$ cat src/rtl/pfs_params.svh
// Constants of the power-fail and thermal sequencer.
`ifndef PFS_PARAMS_SVH
`define PFS_PARAMS_SVH

// ----------------------------------------------------------------------
// Timing
// ----------------------------------------------------------------------
`define PFS_CLK_HZ 40000000
`define PFS_POR_DELAY_MS 150
`define PFS_RETRACT_UNIT_MS 10
`define PFS_CP_FREQ_HZ 200000
`define PFS_CP_HALF_CYC (`PFS_CLK_HZ / (2 * `PFS_CP_FREQ_HZ))
`define PFS_CYC_PER_MS (`PFS_CLK_HZ / 1000)
`define PFS_CNT_W 24

// ----------------------------------------------------------------------
// Register numbers and fields
// ----------------------------------------------------------------------
`define PFS_NUM_REGS 12
`define PFS_REG_SPIN_CTRL 4'h2
`define PFS_REG_CRS_FINE 4'h5
`define PFS_REG_STATUS 4'h7
`define PFS_REG_FLL 4'h8
`define PFS_REG_SYS_CTRL 4'h9
`define PFS_REG_TEST_CTRL 4'hA
`define PFS_REG_CHIP_ID 4'hC
`define PFS_KEEP_CRS_FINE 8'h08
`define PFS_KEEP_FLL 8'h04
`define PFS_KEEP_SYS_CTRL 8'h4B
`define PFS_RUN_BIT 3
`define PFS_SPIN_EN_BIT 4
`define PFS_VCM_EN_BIT 5
`define PFS_RT0_BIT 3
`define PFS_RT1_BIT 6
`define PFS_BOOST_DIS_BIT 7
`define PFS_THERMAL_BIT 0
`define PFS_WARN_BIT 1
// Identity value is arbitrary.
`define PFS_CHIP_ID 8'h5A

`endif

$ cat src/rtl/pfs_pkg.sv
// Types shared by the sequencer modules.
package pfs_pkg;

  // ----------------------------------------------------------------------
  // Output stage modes
  // ----------------------------------------------------------------------
  typedef enum logic [1:0] {
    PFS_OUT_OFF = 2'b00,
    PFS_OUT_DRIVE = 2'b01,
    PFS_OUT_BRAKE = 2'b10,
    PFS_OUT_RETRACT = 2'b11
  } pfs_out_e;

  typedef struct packed {
    pfs_out_e spindle;
    pfs_out_e vcm;
  } pfs_drive_s;

  // ----------------------------------------------------------------------
  // Sequencer states
  // ----------------------------------------------------------------------
  typedef enum logic [1:0] {
    PFS_ST_HOLD = 2'b00,
    PFS_ST_DELAY = 2'b01,
    PFS_ST_RUN = 2'b10,
    PFS_ST_RETRACT = 2'b11
  } pfs_state_e;

  // Synchronised analogue comparator levels.
  typedef struct packed {
    logic logic_ok;
    logic main_ok;
    logic main_min_ok;
    logic temp_warn;
    logic temp_shut;
    logic temp_cool;
  } pfs_mon_s;

endpackage

$ cat src/rtl/pfs_sequencer.sv
// Power-on reset, power-down, thermal and charge-pump sequencer.
//
// Contract
// Reset held until delay timer reaches threshold.
// Either supply monitor low asserts reset.
// Supply recovery mid-retract: finish retract, then delay.
// Parking configuration bits survive reset.
// All other writable bits cleared during reset.
// Spindle brakes while reset is asserted.
// Falling reset while spinning: tristate spindle, retract.
// Retract time elapsed: spindle goes tristate to brake.
// Warning temperature clears the warning status bit.
// Shutdown: clear bit, tristate spindle, retract, tristate.
// Thermal shutdown leaves registers unchanged.
// Outputs off until cooled and run toggled; code also releases when vcm_en_bit toggles.
// Shutdown bit held until hysteresis cooling.
// Charge pump runs at its frequency unless disabled.
// Boost disable bit stops the charge pump.
// Reset does not stop the charge pump.
// Delay counter cleared during undervoltage.
// Comparator inputs pass two synchroniser stages.
`include "pfs_params.svh"

module pfs_sequencer #(
  parameter int POR_DELAY_CYC = `PFS_POR_DELAY_MS * `PFS_CYC_PER_MS,
  parameter int RETRACT_UNIT_CYC = `PFS_RETRACT_UNIT_MS * `PFS_CYC_PER_MS
) (
  // Clock and reset
  input wire logic clk_sys_in,
  input wire logic nrst_in,
  // Analogue comparators, high when the condition holds
  input wire logic logic_supply_monitor_in,
  input wire logic main_supply_monitor_in,
  input wire logic main_supply_min_in,
  input wire logic temp_warn_in,
  input wire logic temp_shut_in,
  input wire logic temp_cool_in,
  // Motor logic
  input wire logic spindle_spinning_in,
  // Register write and read port
  input wire logic cfg_wr_in,
  input wire logic [3:0] cfg_addr_in,
  input wire logic [7:0] cfg_wdata_in,
  input wire logic [3:0] cfg_raddr_in,
  output logic [7:0] cfg_rdata_out,
  // Sequencer outputs
  output logic supply_good_reset_n_out,
  output pfs_pkg::pfs_drive_s drive_out,
  output logic [1:0] retract_volt_out,
  output logic thermal_warn_n_out,
  output logic thermal_n_out,
  output logic cp_osc_out
);

  // ----------------------------------------------------------------------
  // Input synchronisation
  // ----------------------------------------------------------------------
  pfs_pkg::pfs_mon_s mon;

  pfs_sync #(
    .W(6)
  ) u_sync (
    .clk_sys_in(clk_sys_in),
    .nrst_in(nrst_in),
    .async_in({logic_supply_monitor_in, main_supply_monitor_in,
               main_supply_min_in, temp_warn_in, temp_shut_in,
               temp_cool_in}),
    .sync_out(mon)
  );

  logic supplies_ok;
  assign supplies_ok = mon.logic_ok & mon.main_ok;

  // ----------------------------------------------------------------------
  // Register file
  // ----------------------------------------------------------------------
  logic [7:0] regs [`PFS_NUM_REGS];
  logic reset_n;

  genvar gi;
  generate
    for (gi = 0; gi < `PFS_NUM_REGS; gi++) begin : g_reg
      localparam logic [7:0] KEEP =
        (gi == 5) ? `PFS_KEEP_CRS_FINE :
        (gi == 8) ? `PFS_KEEP_FLL :
        (gi == 9) ? `PFS_KEEP_SYS_CTRL : 8'h00;
      localparam logic WRITABLE = (gi != 7);
      // Only a real power-on can lose the parking bits; during a supply
      // dip they must still steer the retract that follows.
      always_ff @(posedge clk_sys_in or negedge nrst_in) begin
        if (!nrst_in) begin
          regs[gi] <= 8'h00;
        end else if (!reset_n) begin
          regs[gi] <= regs[gi] & KEEP; // see
        end else if (WRITABLE && cfg_wr_in &&
                     cfg_addr_in == 4'(gi)) begin
          regs[gi] <= cfg_wdata_in;
        end
      end
    end
  endgenerate

  logic run_bit;
  logic spin_en_bit;
  logic vcm_en_bit;
  logic boost_dis_bit;
  logic [1:0] rt_code;
  assign run_bit = regs[`PFS_REG_SPIN_CTRL][`PFS_RUN_BIT];
  assign spin_en_bit = regs[`PFS_REG_SPIN_CTRL][`PFS_SPIN_EN_BIT];
  assign vcm_en_bit = regs[`PFS_REG_SYS_CTRL][`PFS_VCM_EN_BIT];
  assign boost_dis_bit = regs[`PFS_REG_TEST_CTRL][`PFS_BOOST_DIS_BIT];
  assign rt_code = {regs[`PFS_REG_SYS_CTRL][`PFS_RT1_BIT],
                    regs[`PFS_REG_SYS_CTRL][`PFS_RT0_BIT]};

  // Retract length grows in whole units with the programmed code.
  logic [`PFS_CNT_W-1:0] retract_len;
  assign retract_len = `PFS_CNT_W'((32'(rt_code) + 32'd1) *
                                   RETRACT_UNIT_CYC);

  // ----------------------------------------------------------------------
  // Power sequencer
  // ----------------------------------------------------------------------
  pfs_pkg::pfs_state_e state;
  pfs_pkg::pfs_state_e next_state;
  logic [`PFS_CNT_W-1:0] delay_cnt;
  logic delay_done;
  logic pd_start;
  logic pd_busy;
  logic pd_done;

  assign delay_done = (delay_cnt >= `PFS_CNT_W'(POR_DELAY_CYC - 1));

  always_comb begin
    next_state = state;
    pd_start = 1'b0;
    case (state)
      pfs_pkg::PFS_ST_HOLD: begin
        if (supplies_ok) begin
          next_state = pfs_pkg::PFS_ST_DELAY;
        end
      end
      pfs_pkg::PFS_ST_DELAY: begin
        if (!supplies_ok) begin
          next_state = pfs_pkg::PFS_ST_HOLD;
        end else if (delay_done) begin
          next_state = pfs_pkg::PFS_ST_RUN;
        end
      end
      pfs_pkg::PFS_ST_RUN: begin
        if (!supplies_ok) begin
          if (spindle_spinning_in) begin
            next_state = pfs_pkg::PFS_ST_RETRACT;
            pd_start = 1'b1;
          end else begin
            next_state = pfs_pkg::PFS_ST_HOLD;
          end
        end
      end
      pfs_pkg::PFS_ST_RETRACT: begin
        if (pd_done) begin
          // A recovered supply still waits for the full delay.
          next_state = supplies_ok ? pfs_pkg::PFS_ST_DELAY
                                   : pfs_pkg::PFS_ST_HOLD;
        end
      end
      default: begin
        next_state = pfs_pkg::PFS_ST_HOLD;
      end
    endcase
  end

  always_ff @(posedge clk_sys_in or negedge nrst_in) begin
    if (!nrst_in) begin
      state <= pfs_pkg::PFS_ST_HOLD;
    end else begin
      state <= next_state;
    end
  end

  // Stands in for the delay capacitor: discharged by any undervoltage.
  always_ff @(posedge clk_sys_in or negedge nrst_in) begin
    if (!nrst_in) begin
      delay_cnt <= '0;
    end else if (!supplies_ok || state != pfs_pkg::PFS_ST_DELAY) begin
      delay_cnt <= '0;
    end else if (!delay_done) begin
      delay_cnt <= delay_cnt + `PFS_CNT_W'(1);
    end
  end

  always_ff @(posedge clk_sys_in or negedge nrst_in) begin
    if (!nrst_in) begin
      reset_n <= 1'b0;
    end else begin
      reset_n <= (next_state == pfs_pkg::PFS_ST_RUN); // see
    end
  end

  pfs_timer #(
    .W(`PFS_CNT_W)
  ) u_pd_timer (
    .clk_sys_in(clk_sys_in),
    .nrst_in(nrst_in),
    .start_in(pd_start),
    .len_in(retract_len),
    .busy_out(pd_busy),
    .done_out(pd_done)
  );

  // ----------------------------------------------------------------------
  // Thermal protection
  // ----------------------------------------------------------------------
  logic shut_flag;
  logic shut_lock;
  logic th_start;
  logic th_busy;
  logic run_q;
  logic vcm_en_q;
  logic ctrl_toggled;

  // The shutdown flag only drops once the die is below the release point.
  always_ff @(posedge clk_sys_in or negedge nrst_in) begin
    if (!nrst_in) begin
      shut_flag <= 1'b0;
    end else if (mon.temp_shut) begin
      shut_flag <= 1'b1;
    end else if (mon.temp_cool) begin
      shut_flag <= 1'b0;
    end
  end

  always_ff @(posedge clk_sys_in or negedge nrst_in) begin
    if (!nrst_in) begin
      run_q <= 1'b0;
      vcm_en_q <= 1'b0;
    end else begin
      run_q <= run_bit;
      vcm_en_q <= vcm_en_bit;
    end
  end

  assign ctrl_toggled = (run_q != run_bit) || (vcm_en_q != vcm_en_bit);
  assign th_start = shut_flag && !shut_lock;

  // Setting wins over release, so a new trip is never missed.
  always_ff @(posedge clk_sys_in or negedge nrst_in) begin
    if (!nrst_in) begin
      shut_lock <= 1'b0;
    end else if (shut_flag) begin
      shut_lock <= 1'b1;
    end else if (shut_lock && ctrl_toggled) begin
      shut_lock <= 1'b0;
    end
  end

  pfs_timer #(
    .W(`PFS_CNT_W)
  ) u_th_timer (
    .clk_sys_in(clk_sys_in),
    .nrst_in(nrst_in),
    .start_in(th_start),
    .len_in(retract_len),
    .busy_out(th_busy),
    .done_out()
  );

  // ----------------------------------------------------------------------
  // Output stage control
  // ----------------------------------------------------------------------
  pfs_pkg::pfs_drive_s next_drive;

  // Register contents are never touched here, so a thermal trip keeps
  // the whole programmed configuration.
  always_comb begin
    next_drive.spindle = pfs_pkg::PFS_OUT_OFF;
    next_drive.vcm = pfs_pkg::PFS_OUT_OFF;
    if (next_state == pfs_pkg::PFS_ST_RETRACT) begin
      next_drive.spindle = pfs_pkg::PFS_OUT_OFF;
      next_drive.vcm = pfs_pkg::PFS_OUT_RETRACT;
    end else if (next_state != pfs_pkg::PFS_ST_RUN) begin
      next_drive.spindle = pfs_pkg::PFS_OUT_BRAKE; // see
      next_drive.vcm = pfs_pkg::PFS_OUT_OFF;
    end else if (shut_flag || shut_lock) begin
      next_drive.spindle = pfs_pkg::PFS_OUT_OFF; // see
      next_drive.vcm = (th_start || th_busy) ? pfs_pkg::PFS_OUT_RETRACT
                                             : pfs_pkg::PFS_OUT_OFF;
    end else begin
      if (spin_en_bit) begin
        next_drive.spindle = run_bit ? pfs_pkg::PFS_OUT_DRIVE
                                     : pfs_pkg::PFS_OUT_BRAKE;
      end
      if (vcm_en_bit) begin
        next_drive.vcm = pfs_pkg::PFS_OUT_DRIVE;
      end
    end
  end

  always_ff @(posedge clk_sys_in or negedge nrst_in) begin
    if (!nrst_in) begin
      drive_out <= {pfs_pkg::PFS_OUT_BRAKE, pfs_pkg::PFS_OUT_OFF};
      retract_volt_out <= 2'h0;
      supply_good_reset_n_out <= 1'b0;
    end else begin
      drive_out <= next_drive;
      retract_volt_out <= regs[`PFS_REG_SYS_CTRL][1:0];
      supply_good_reset_n_out <= (next_state == pfs_pkg::PFS_ST_RUN);
    end
  end

  // ----------------------------------------------------------------------
  // Status and read port
  // ----------------------------------------------------------------------
  logic [7:0] status;

  always_comb begin
    status = 8'h00;
    status[`PFS_THERMAL_BIT] = !shut_flag;
    status[`PFS_WARN_BIT] = !mon.temp_warn;
  end

  always_ff @(posedge clk_sys_in or negedge nrst_in) begin
    if (!nrst_in) begin
      thermal_warn_n_out <= 1'b1;
      thermal_n_out <= 1'b1;
    end else begin
      thermal_warn_n_out <= status[`PFS_WARN_BIT];
      thermal_n_out <= status[`PFS_THERMAL_BIT];
    end
  end

  always_ff @(posedge clk_sys_in or negedge nrst_in) begin
    if (!nrst_in) begin
      cfg_rdata_out <= 8'h00;
    end else if (cfg_raddr_in == `PFS_REG_STATUS) begin
      cfg_rdata_out <= status;
    end else if (cfg_raddr_in == `PFS_REG_CHIP_ID) begin
      // Identity value is arbitrary.
      cfg_rdata_out <= `PFS_CHIP_ID;
    end else if (cfg_raddr_in < 4'(`PFS_NUM_REGS)) begin
      cfg_rdata_out <= regs[cfg_raddr_in];
    end else begin
      cfg_rdata_out <= 8'h00;
    end
  end

  // ----------------------------------------------------------------------
  // Charge-pump oscillator
  // ----------------------------------------------------------------------
  logic [6:0] cp_cnt;
  logic cp_run;

  // Only the test bit and a collapsed main supply stop it; the supply
  // reset does not, since the retract still needs boost.
  assign cp_run = !boost_dis_bit && mon.main_min_ok; // see

  always_ff @(posedge clk_sys_in or negedge nrst_in) begin
    if (!nrst_in) begin
      cp_cnt <= 7'h00;
      cp_osc_out <= 1'b0;
    end else if (!cp_run) begin
      cp_cnt <= 7'h00;
      cp_osc_out <= 1'b0;
    end else if (cp_cnt == 7'(`PFS_CP_HALF_CYC - 1)) begin
      cp_cnt <= 7'h00;
      cp_osc_out <= !cp_osc_out;
    end else begin
      cp_cnt <= cp_cnt + 7'h01;
    end
  end

endmodule // pfs_sequencer

$ cat src/rtl/pfs_sync.sv
// Two-stage synchroniser, one chain per bit.
module pfs_sync #(
  parameter int W = 6
) (
  // Clock and reset
  input wire logic clk_sys_in,
  input wire logic nrst_in,
  // Data
  input wire logic [W-1:0] async_in,
  output logic [W-1:0] sync_out
);

  genvar i;
  generate
    for (i = 0; i < W; i++) begin : g_bit
      logic stage1;
      always_ff @(posedge clk_sys_in or negedge nrst_in) begin
        if (!nrst_in) begin
          stage1 <= 1'b0;
          sync_out[i] <= 1'b0;
        end else begin
          stage1 <= async_in[i];
          sync_out[i] <= stage1;
        end
      end
    end
  endgenerate

endmodule // pfs_sync

$ cat src/rtl/pfs_timer.sv
// One-shot down counter with busy level and done pulse.
module pfs_timer #(
  parameter int W = 24
) (
  // Clock and reset
  input wire logic clk_sys_in,
  input wire logic nrst_in,
  // Control
  input wire logic start_in,
  input wire logic [W-1:0] len_in,
  // Status
  output logic busy_out,
  output logic done_out
);

  logic [W-1:0] cnt;

  always_ff @(posedge clk_sys_in or negedge nrst_in) begin
    if (!nrst_in) begin
      cnt <= '0;
      busy_out <= 1'b0;
      done_out <= 1'b0;
    end else begin
      done_out <= 1'b0;
      if (start_in) begin
        cnt <= len_in;
        busy_out <= 1'b1;
      end else if (busy_out) begin
        if (cnt <= W'(1)) begin
          busy_out <= 1'b0;
          done_out <= 1'b1;
          cnt <= '0;
        end else begin
          cnt <= cnt - W'(1);
        end
      end
    end
  end

endmodule // pfs_timer

$ cat config.mk
export PLATFORM = sky130hd
export DESIGN_NAME = pfs_sequencer
export DESIGN_NICKNAME = d
export VERILOG_FILES = /design/src/rtl/pfs_pkg.sv /design/src/rtl/pfs_sequencer.sv /design/src/rtl/pfs_sync.sv /design/src/rtl/pfs_timer.sv
export VERILOG_INCLUDE_DIRS = /design/src /design/src/rtl
export SDC_FILE = /design/constraint.sdc
export NUM_CORES = 1
export LEC_CHECK = 0
export BUFFER_PORTS_ARGS = -buffer_cell sky130_fd_sc_hd__buf_4
export CAP_MARGIN = 20
export CORE_MARGIN = 5
export CORE_UTILIZATION = 25
export CTS_BUF_LIST = sky130_fd_sc_hd__clkbuf_4
export DETAILED_ROUTE_END_ITERATION = 10
export GPL_TIMING_DRIVEN = 0
export SYNTH_ARGS = -nofsm -noshare
export SYNTH_HDL_FRONTEND = slang
export SYNTH_SLANG_ARGS = --single-unit
$ cat constraint.sdc
create_clock -name clk_sys_in -period 3 [get_ports clk_sys_in]
set_clock_uncertainty 0.05 [all_clocks]
set_input_delay 0.3 -clock clk_sys_in [delete_from_list [all_inputs] [get_ports clk_sys_in]]
set_output_delay 0.3 -clock clk_sys_in [all_outputs]
set_load 0.05 [all_outputs]
# Word-level counts from Yosys, hierarchy flattened
# Cells that the tools add are included.
# word_totals
elab_cells	198
output_inout_bits	18
ff_bits	206
inputBits	26
# op_classes
order_cmp	5
n_reduce_logical	33
bitwise_logic	2
eq_ne	35
mux	71
mul	1
add_sub_neg	5
# ops
operator	count
8-bit 2-to-1 mux	27
24-bit 2-to-1 mux	8
24-bit by 1-bit <= comparator with 1-bit output, second input constant	2
24-bit by 1-bit subtractor with 24-bit output, second input constant	2
8-bit binary-select mux with 4-bit select	1
2-bit by 1-bit inequality test with 1-bit output, second input constant	14
24-bit by 1-bit adder with 24-bit output, second input constant	1
24-bit by 23-bit greater-or-equal comparator with 1-bit output, second input constant	1
4-bit == test, second input constant	5
1-bit 2-to-1 mux	20
2-bit 2-to-1 mux	9
4-bit by 3-bit == test with 1-bit output, second input constant	4
3-bit by 12-bit multiplier with 15-bit output, second input constant	1
1-bit logical AND	14
7-bit 2-to-1 mux	2
4-bit 2-to-1 mux	3
2-bit == test, second input constant	4
4-bit by 2-bit == test with 1-bit output, second input constant	2
2-bit case mux with 4 select lines	1
2-bit nonzero test	4
7-bit by 1-bit adder with 7-bit output, second input constant	1
7-bit == test, second input constant	1
1-bit zero test	6
2-bit AND reduction	3
12 further kinds	16

# Longest topological paths before layout
# Gate-level depths: netlist of the first run.
# logic_depth
depth_word	7
ltp_mapped	10

# Modules after synthesis
# From an unflattened synthesis of the first run, not the netlist that was laid out.
# unflattened
cells_unflattened	1022
hier_area_um2	10675.2
# modules_own_cells
mod	cells_each	instances	area_per_inst_um2
pfs_sequencer	642	1	6949.2
pfs_timer	184	2	1712.9
pfs_sync	12	1	300.3

# Least setup slack after synthesis of the first run
# No wires, ideal clock.
# synth_path
path_type	reg2reg
start	register u_th_timer.cnt[0]
end	register u_th_timer.cnt[12]
setup_slack_ns	0.602
stages_incl_launch_ff	8
period_less_slack_ns	2.398
arrival_ns	2.224
path_cell_list	dfrtp_1 > inv_1 > ha_1 > or4b_1 > or4_1 > o32ai_1 > a21oi_1 > a211o_1
# synth_via
elab_chain_cells	4
# synth_rtl
element	line_no	text
from (decl)	pfs_timer.sv:16	logic [W-1:0] cnt;
from (signal assigned)	pfs_timer.sv:26	cnt <= len_in;
from (signal assigned)	pfs_timer.sv:34	cnt <= cnt - W'(1);
24-bit by 1-bit subtractor with 24-bit output or 24-bit by 1-bit <= comparator with 1-bit output (tied branches)	pfs_timer.sv:34, pfs_timer.sv:29	
24-bit 2-to-1 mux (*)	pfs_timer.sv:29	if (cnt <= W'(1)) begin
24-bit 2-to-1 mux (*)	pfs_timer.sv:28	end else if (busy_out) begin
24-bit 2-to-1 mux (*)	pfs_timer.sv:25	if (start_in) begin
# Every way passes the cells marked *; elsewhere a longest branch is shown, timed or not. The select of a mux whose other input is x is not followed.
# A chain may end at the register's enable or synchronous reset.

# Worst setup path in the final report of the first run
# layout_path
start	register u_th_timer.cnt[10]
end	register u_th_timer.cnt[9]
# layout_via
elab_chain_cells	4
# layout_rtl
element	line_no
24-bit by 1-bit <= comparator with 1-bit output	pfs_timer.sv:29
24-bit 2-to-1 mux	pfs_timer.sv:29
24-bit 2-to-1 mux	pfs_timer.sv:28
24-bit 2-to-1 mux	pfs_timer.sv:25
# No other way between the ends. The select of a mux whose other input is x is not followed.

==> results.ini, run 1 <==
[grt]
antenna_found_initial = 0
grtUsageMet3 = 0.02578
grt_first_pass_wirelength_um = 47260
top_usage_layer = met2
grt_use_met1 = 0.1744
track_usage = 0.1217
use_met2 = 0.1853
grt_max_degree = 118
overflow = 0
grt_pass1_vias = 8686

[placed_design]
routabilityCongestion = 0.8666
postPlaceCellArea_um2 = 11610
dp_hpwl_um = 19520
io_buffers = 38

[finish]
nets = 1191
final_core_util = 0.2983
layout-drive-gt1-share = 0.1563
area_delta_synth_final_pct = 17.96
antenna_cells = 0
nFillCells = 4358
final_cell_area_um2 = 12510

[timing]
rsz0062_at_grt = false
tightest_slew_ns = 1.018
max_slew_margin = 0.3173
tns_ns = 0
finalSetupViolCount = 0
period_minus_slack_ns = 2.761
finalCritPeriodShare = 0.9203
hold_viol = 0
max_freq_ghz = 0.3622
slew_violations = 0

[yosys]
synth_fp_nets = 1076
yosysWarnings = 0
synth_cells = 1036
synth.top_cells.by_area = dfrtp_1 48%, mux2i_1 8.8%, nor2_1 5.1%
synth.distinct_cells = 72
synth-edff-count = 0
synth_top_area_share = 0.4789
async_flop_share = 1.000
syn_area_per_cell_um2 = 10.24
ys_seq_area_frac = 0.4863
syn_area_um2 = 10610
yosysTopAreaCell = dfrtp_1
ys.flop_type = dfrtp_1
synth_seq_cells = 206

[critical_path]
end_kind = flip-flop
start_kind = flip-flop
max_stage_delay_ns = 0.72
cp_cell_sequence = nor3_1 > nand4_1 > o211ai_1 > nor4_1 > a311o_1
worst-path-buf-inv = 0
worstPathRequired_ns = 3.53
crit_type = flip-flop to flip-flop
crit_fanout = 7
crit_slowest_cell = o211ai_1
crit_arrival_ns = 3.29
cp_top_family = simple AND/OR/NAND/NOR gates

[floorplanning]
core.rowCount = 75
die_w_um = 216.0
io_pins = 44
coreArea_um2 = 41950
dieHeight_um = 216.0
initial_core_util = 0.2529
dieArea_um2 = 46650

[power_and_ir_drop]
p_leak_nw = 5.345
p_seq_frac = 0.484
p_comb_frac = 0.096
irDropWorstVdd_mv = 0.2348
swShare = 0.2757
power_density_nw_per_um2 = 493.3
power.net_switching_mw = 1.702
p_int_mw = 4.471
clkPwrFrac = 0.419
power.total_mw = 6.173

[routing]
avgRoutedWirePerCell_um = 16.63
drt-pass1-iter-count = 5
first_iter_violations = 744
viasPerCell = 5.078
vias = 8780
drcViolationCount = 0
final_antenna_net_count = 0
wirelength_um = 28750

[clocking]
postCtsSetupRepairBufs = 0
cts_tree = yes
cts-root-buf = clkbuf_4
clkSinkCount = 206
htreeDepth = 2
clockBufferDepth = 3
insertion_delay_ns = 0.73
cts_inserted_buffers = 55
clk_pin_slew_ns = 0.07

[status]
status = finished, final reports clean

[job]
maxCapViolations = 0

[min_path]
hold_path.class = primary input to flip-flop

[worst register-to-register path, delay by kind of cell, from the launching register on]
family / cells / cell delay (ns)
AO/OA/AOI/OAI: 2 / 1.06
flip-flops: 1 / 0.44
AND/OR/NAND/NOR: 3 / 1.08
[cells in the mapped netlist (17+ instances only)]
library cell / n
or3_1: 17
mux4_2: 17
o21ai_0: 53
clkbuf_1: 53
nand3_1: 24
nor3_1: 25
nand4_1: 21
a21oi_1: 48
nor2_1: 144
dfrtp_1: 203
nand2_1: 57
a31oi_1: 19
mux2i_1: 93
[sequential cells by signal, summed over array words and instances (netlist names), 2 cells and up]
| signal | count |
|---|---|
| cfg_rdata_out | 8 |
| cp_cnt | 7 |
| delay_cnt | 24 |
| drive_out | 4 |
| regs | 87 |
| retract_volt_out | 2 |
| state | 2 |
| u_pd_timer.cnt | 24 |
| u_sync.g_bit.stage1 | 6 |
| u_sync.sync_out | 6 |
| u_th_timer.cnt | 24 |
[layer usage]
metal / vias to the layer above / wire, um
li1: 4090 / -
met1: 4335 / 13610
met2: 295 / 12730
met3: 60 / 1694
met4: 0 / 712
met5: - / 0
[area by class of cell]
class	count	area (um^2)	share of cell area
clock buffer	85	638.1	0.05099
clock inverter	11	78.83	0.006299
multi-input combinational	753	5145	0.4112
inverter	16	60.06	0.004800
sequential	206	5159	0.4123
tap	539	674.4	0.05389
timing repair buffer	58	508.0	0.04060
buffer	61	250.2	0.02000
[placed cells by master, fill, tap and decap left out, drive strengths merged, types with 15 or more instances in the layout]
master       count
buf             48
nand3           24
o21ai           58
nor3            25
dfrtp          203
nand4           21
a21oi           48
dlygate4sd3     18
clkbuf         138
mux4            17
a31oi           19
nand2           57
or3             17
inv             15
mux2i           93
nor4            19
nor2           144
[cells by family after synthesis]
logic type / count (synthesis) / synth area share
and+or+nand+nor: 387 / 0.1870
AOI/OAI and AO/OA: 216 / 0.1334
DFF: 206 / 0.4863
muxes: 120 / 0.1345
buffers and inverters: 77 / 0.02913
xor gates and xnor gates: 16 / 0.01321
adders and majority gates: 14 / 0.01651
[worst paths after layout]
kind | endpoint | slack, ns | depth (start not counted) | start
min in group asynchronous | regs[63] | 0.14 | 2 | nrst_in
worst min register to register | u_sync.sync_out[2] | 0.30 | 0 | u_sync.g_bit[2].stage1
worst min-delay path | state[1] | 0.08 | 4 | spindle_spinning_in
worst max-delay path | u_th_timer.cnt[9] | 0.24 | 5 | u_th_timer.cnt[10]
worst max register to register | u_th_timer.cnt[9] | 0.24 | 5 | u_th_timer.cnt[10]
max in group asynchronous | delay_cnt[23] | 1.68 | 3 | nrst_in
[per-stage QoR]
step	instances	worst slack (ns)	hold WS (ns)
detailed placement	1615	0.03491	0.2865
floorplan	1036	0.6023	-0.04559
CTS	1729	0.03792	0.01886
global placement	1613	0.01265	0.2825
global route	1729	0.02934	0.07639
finish	1729	0.2392	0.07924
[power groups by stage]
stage | Clock [mW] | Sequential [mW] | Combinational, mW
final | 2.59 | 2.99 | 0.594
after global routing | 2.85 | 3.01 | 0.663
after CTS | 2.69 | 2.99 | 0.596
after detailed placement | 0 | 3.04 | 0.574
after global placement | 0 | 3.03 | 0.557
after floorplan | 0 | 3.03 | 0.347
[timing repair]
action,in CTS,in global routing
endpoints found under the hold margin,109,0
endpoints found under the setup margin,0,4
hold buffers,18,0
gates resized for setup,0,3
(Power assumes the default switching activity.)
==> run 2, diff against run 1 <==
Settings changed: PLACE_DENSITY set to 0.45.
==> results.ini, run 2 (same netlist as run 1, synthesis figures left out) <==
[clocking]
cts_tree = yes
cts-root-buf = clkbuf_4
htreeDepth = 3
postCtsSetupRepairBufs = 0
cts_inserted_buffers = 66
insertion_delay_ns = 0.73
clockBufferDepth = 3
clk_pin_slew_ns = 0.06
clkSinkCount = 206

[power_and_ir_drop]
clkPwrFrac = 0.448
p_int_mw = 4.699
p_comb_frac = 0.092
irDropWorstVdd_mv = 0.2044
p_leak_nw = 5.396
power.net_switching_mw = 1.803
power_density_nw_per_um2 = 514.8
swShare = 0.2773
p_seq_frac = 0.460

[grt]
antenna_found_initial = 2
grt_pass1_vias = 8706
track_usage = 0.1308
grt_first_pass_wirelength_um = 49510
grt_max_degree = 110
overflow = 0

[routing]
vias = 8592
viasPerCell = 4.924
final_antenna_net_count = 0
drt-pass1-iter-count = 5
avgRoutedWirePerCell_um = 17.60
first_iter_violations = 440
wirelength_um = 30700
drcViolationCount = 0

[finish]
layout_common_cells = 203 x dfrtp_1, 144 x nor2_1, 93 x mux2i_1, 93 x clkbuf_4, 57 x nand2_1
final_core_util = 0.3011
nFillCells = 4398
nets = 1201
area_delta_synth_final_pct = 19.05
multiInputGateArea_um2 = 5154
largest_register_ffs = 87
layout-drive-gt1-share = 0.1636
layout.cells.most_common = dfrtp_1
regArea_um2 = 5159
regMostFlops = regs

[placed_design]
io_buffers = 38
routabilityCongestion = 0.8246
dp_hpwl_um = 20740

[critical_path]
end_kind = flip-flop
crit_fanout = 7
cp_cell_sequence = inv_1 > ha_1 > or4b_1 > or4_1 > o32ai_1 > a21oi_1 > a211o_1
cp_top_family = simple AND/OR/NAND/NOR gates
max_stage_delay_ns = 0.57
worstPathRequired_ns = 3.50
crit_slowest_cell = or4b_1
worst-path-buf-inv = 1
crit_type = flip-flop to flip-flop
start_kind = flip-flop
crit_arrival_ns = 3.29

[timing]
finalSetupViolCount = 0
max_slew_margin = 0.3749
hold_viol = 0
rsz0062_at_grt = false
slew_violations = 0
max_freq_ghz = 0.3587
tns_ns = 0
finalCritPeriodShare = 0.9294
tightest_slew_ns = 0.9306
period_minus_slack_ns = 2.788

[floorplanning]
dieHeight_um = 216.0
coreArea_um2 = 41950
initial_core_util = 0.2529
dieArea_um2 = 46650
io_pins = 44
core.rowCount = 75
die_w_um = 216.0

[min_path]
hold_path.class = primary input to flip-flop

[job]
maxCapViolations = 0

[status]
status = finished, final reports clean

-- run 2: path summary, 6_finish.rpt --
kind,endpoint,start,slack [ns],cells past startpoint
worst max-delay path,u_th_timer.cnt[12],u_th_timer.cnt[0],0.21,7
worst min-delay path,regs[78],cfg_wr_in,0.14,5
worst max register to register,u_th_timer.cnt[12],u_th_timer.cnt[0],0.21,7
worst min register to register,u_sync.sync_out[3],u_sync.g_bit[3].stage1,0.30,0
max in group asynchronous,u_pd_timer.cnt[19],nrst_in,1.65,3
min in group asynchronous,cp_cnt[3],nrst_in,0.18,2
-- run 2: layout make-up --
cell class / instances / share of cell area
diodes: 2 / 0.0003963
plain buffers: 61 / 0.01982
clock buffers: 93 / 0.05529
clock inverters: 18 / 0.01050
inverters: 16 / 0.004756
multi-input cells: 753 / 0.4081
flip-flops and latches: 206 / 0.4085
well taps: 539 / 0.05340
repair buffers: 57 / 0.03923
-- run 2: worst reg2reg max path, delay by kind of cell (launching register included) --
| kind | cells | cell delay (ns) |
|---|---|---|
| AND/OR/NAND/NOR | 2 | 1.08 |
| adder cells (fa/ha/maj) | 1 | 0.28 |
| AO/OA/AOI/OAI | 3 | 0.68 |
| buffers and inverters | 1 | 0.08 |
| flip-flops | 1 | 0.44 |
-- run 2: power by group through the flow --
| stage | logic (mW) | clock network, mW | registers [mW] |
|---|---|---|---|
| after floorplan | 0.347 | 0 | 3.03 |
| after global placement | 0.573 | 0 | 3.04 |
| after detailed placement | 0.582 | 0 | 3.04 |
| after CTS | 0.603 | 3.07 | 2.99 |
| after global routing | 0.669 | 3.20 | 3.01 |
| final | 0.597 | 2.91 | 2.99 |
-- run 2: timing repair --
item,4_1_cts,5_1_grt
hold buffers,17,0
setup endpoints to repair,0,6
gates resized for setup,0,3
hold endpoints to repair,122,0
-- run 2: metal layers --
layer,wire [um],up-vias,global-route usage
met5,0,-,0
met4,735,0,0.04304
met3,1384,60,0.03027
met2,13900,207,0.2015
met1,14680,4206,0.1823
li1,-,4119,-
-- run 2: stage by stage --
stage                     hold WS, ns  area (um^2)  total power, mW  setup WS (ns)  cells
final                          0.1411        12630            6.501         0.2118   1745
after global routing           0.1131        12630            6.876        0.04336   1744
after CTS                     0.04048        12610            6.661        0.06484   1742
after detailed placement       0.2871        11610            3.620        0.05790   1614
after global placement         0.2857        11570            3.611        -0.1483   1613
after floorplan              -0.04559        10610            3.379         0.6023   1036
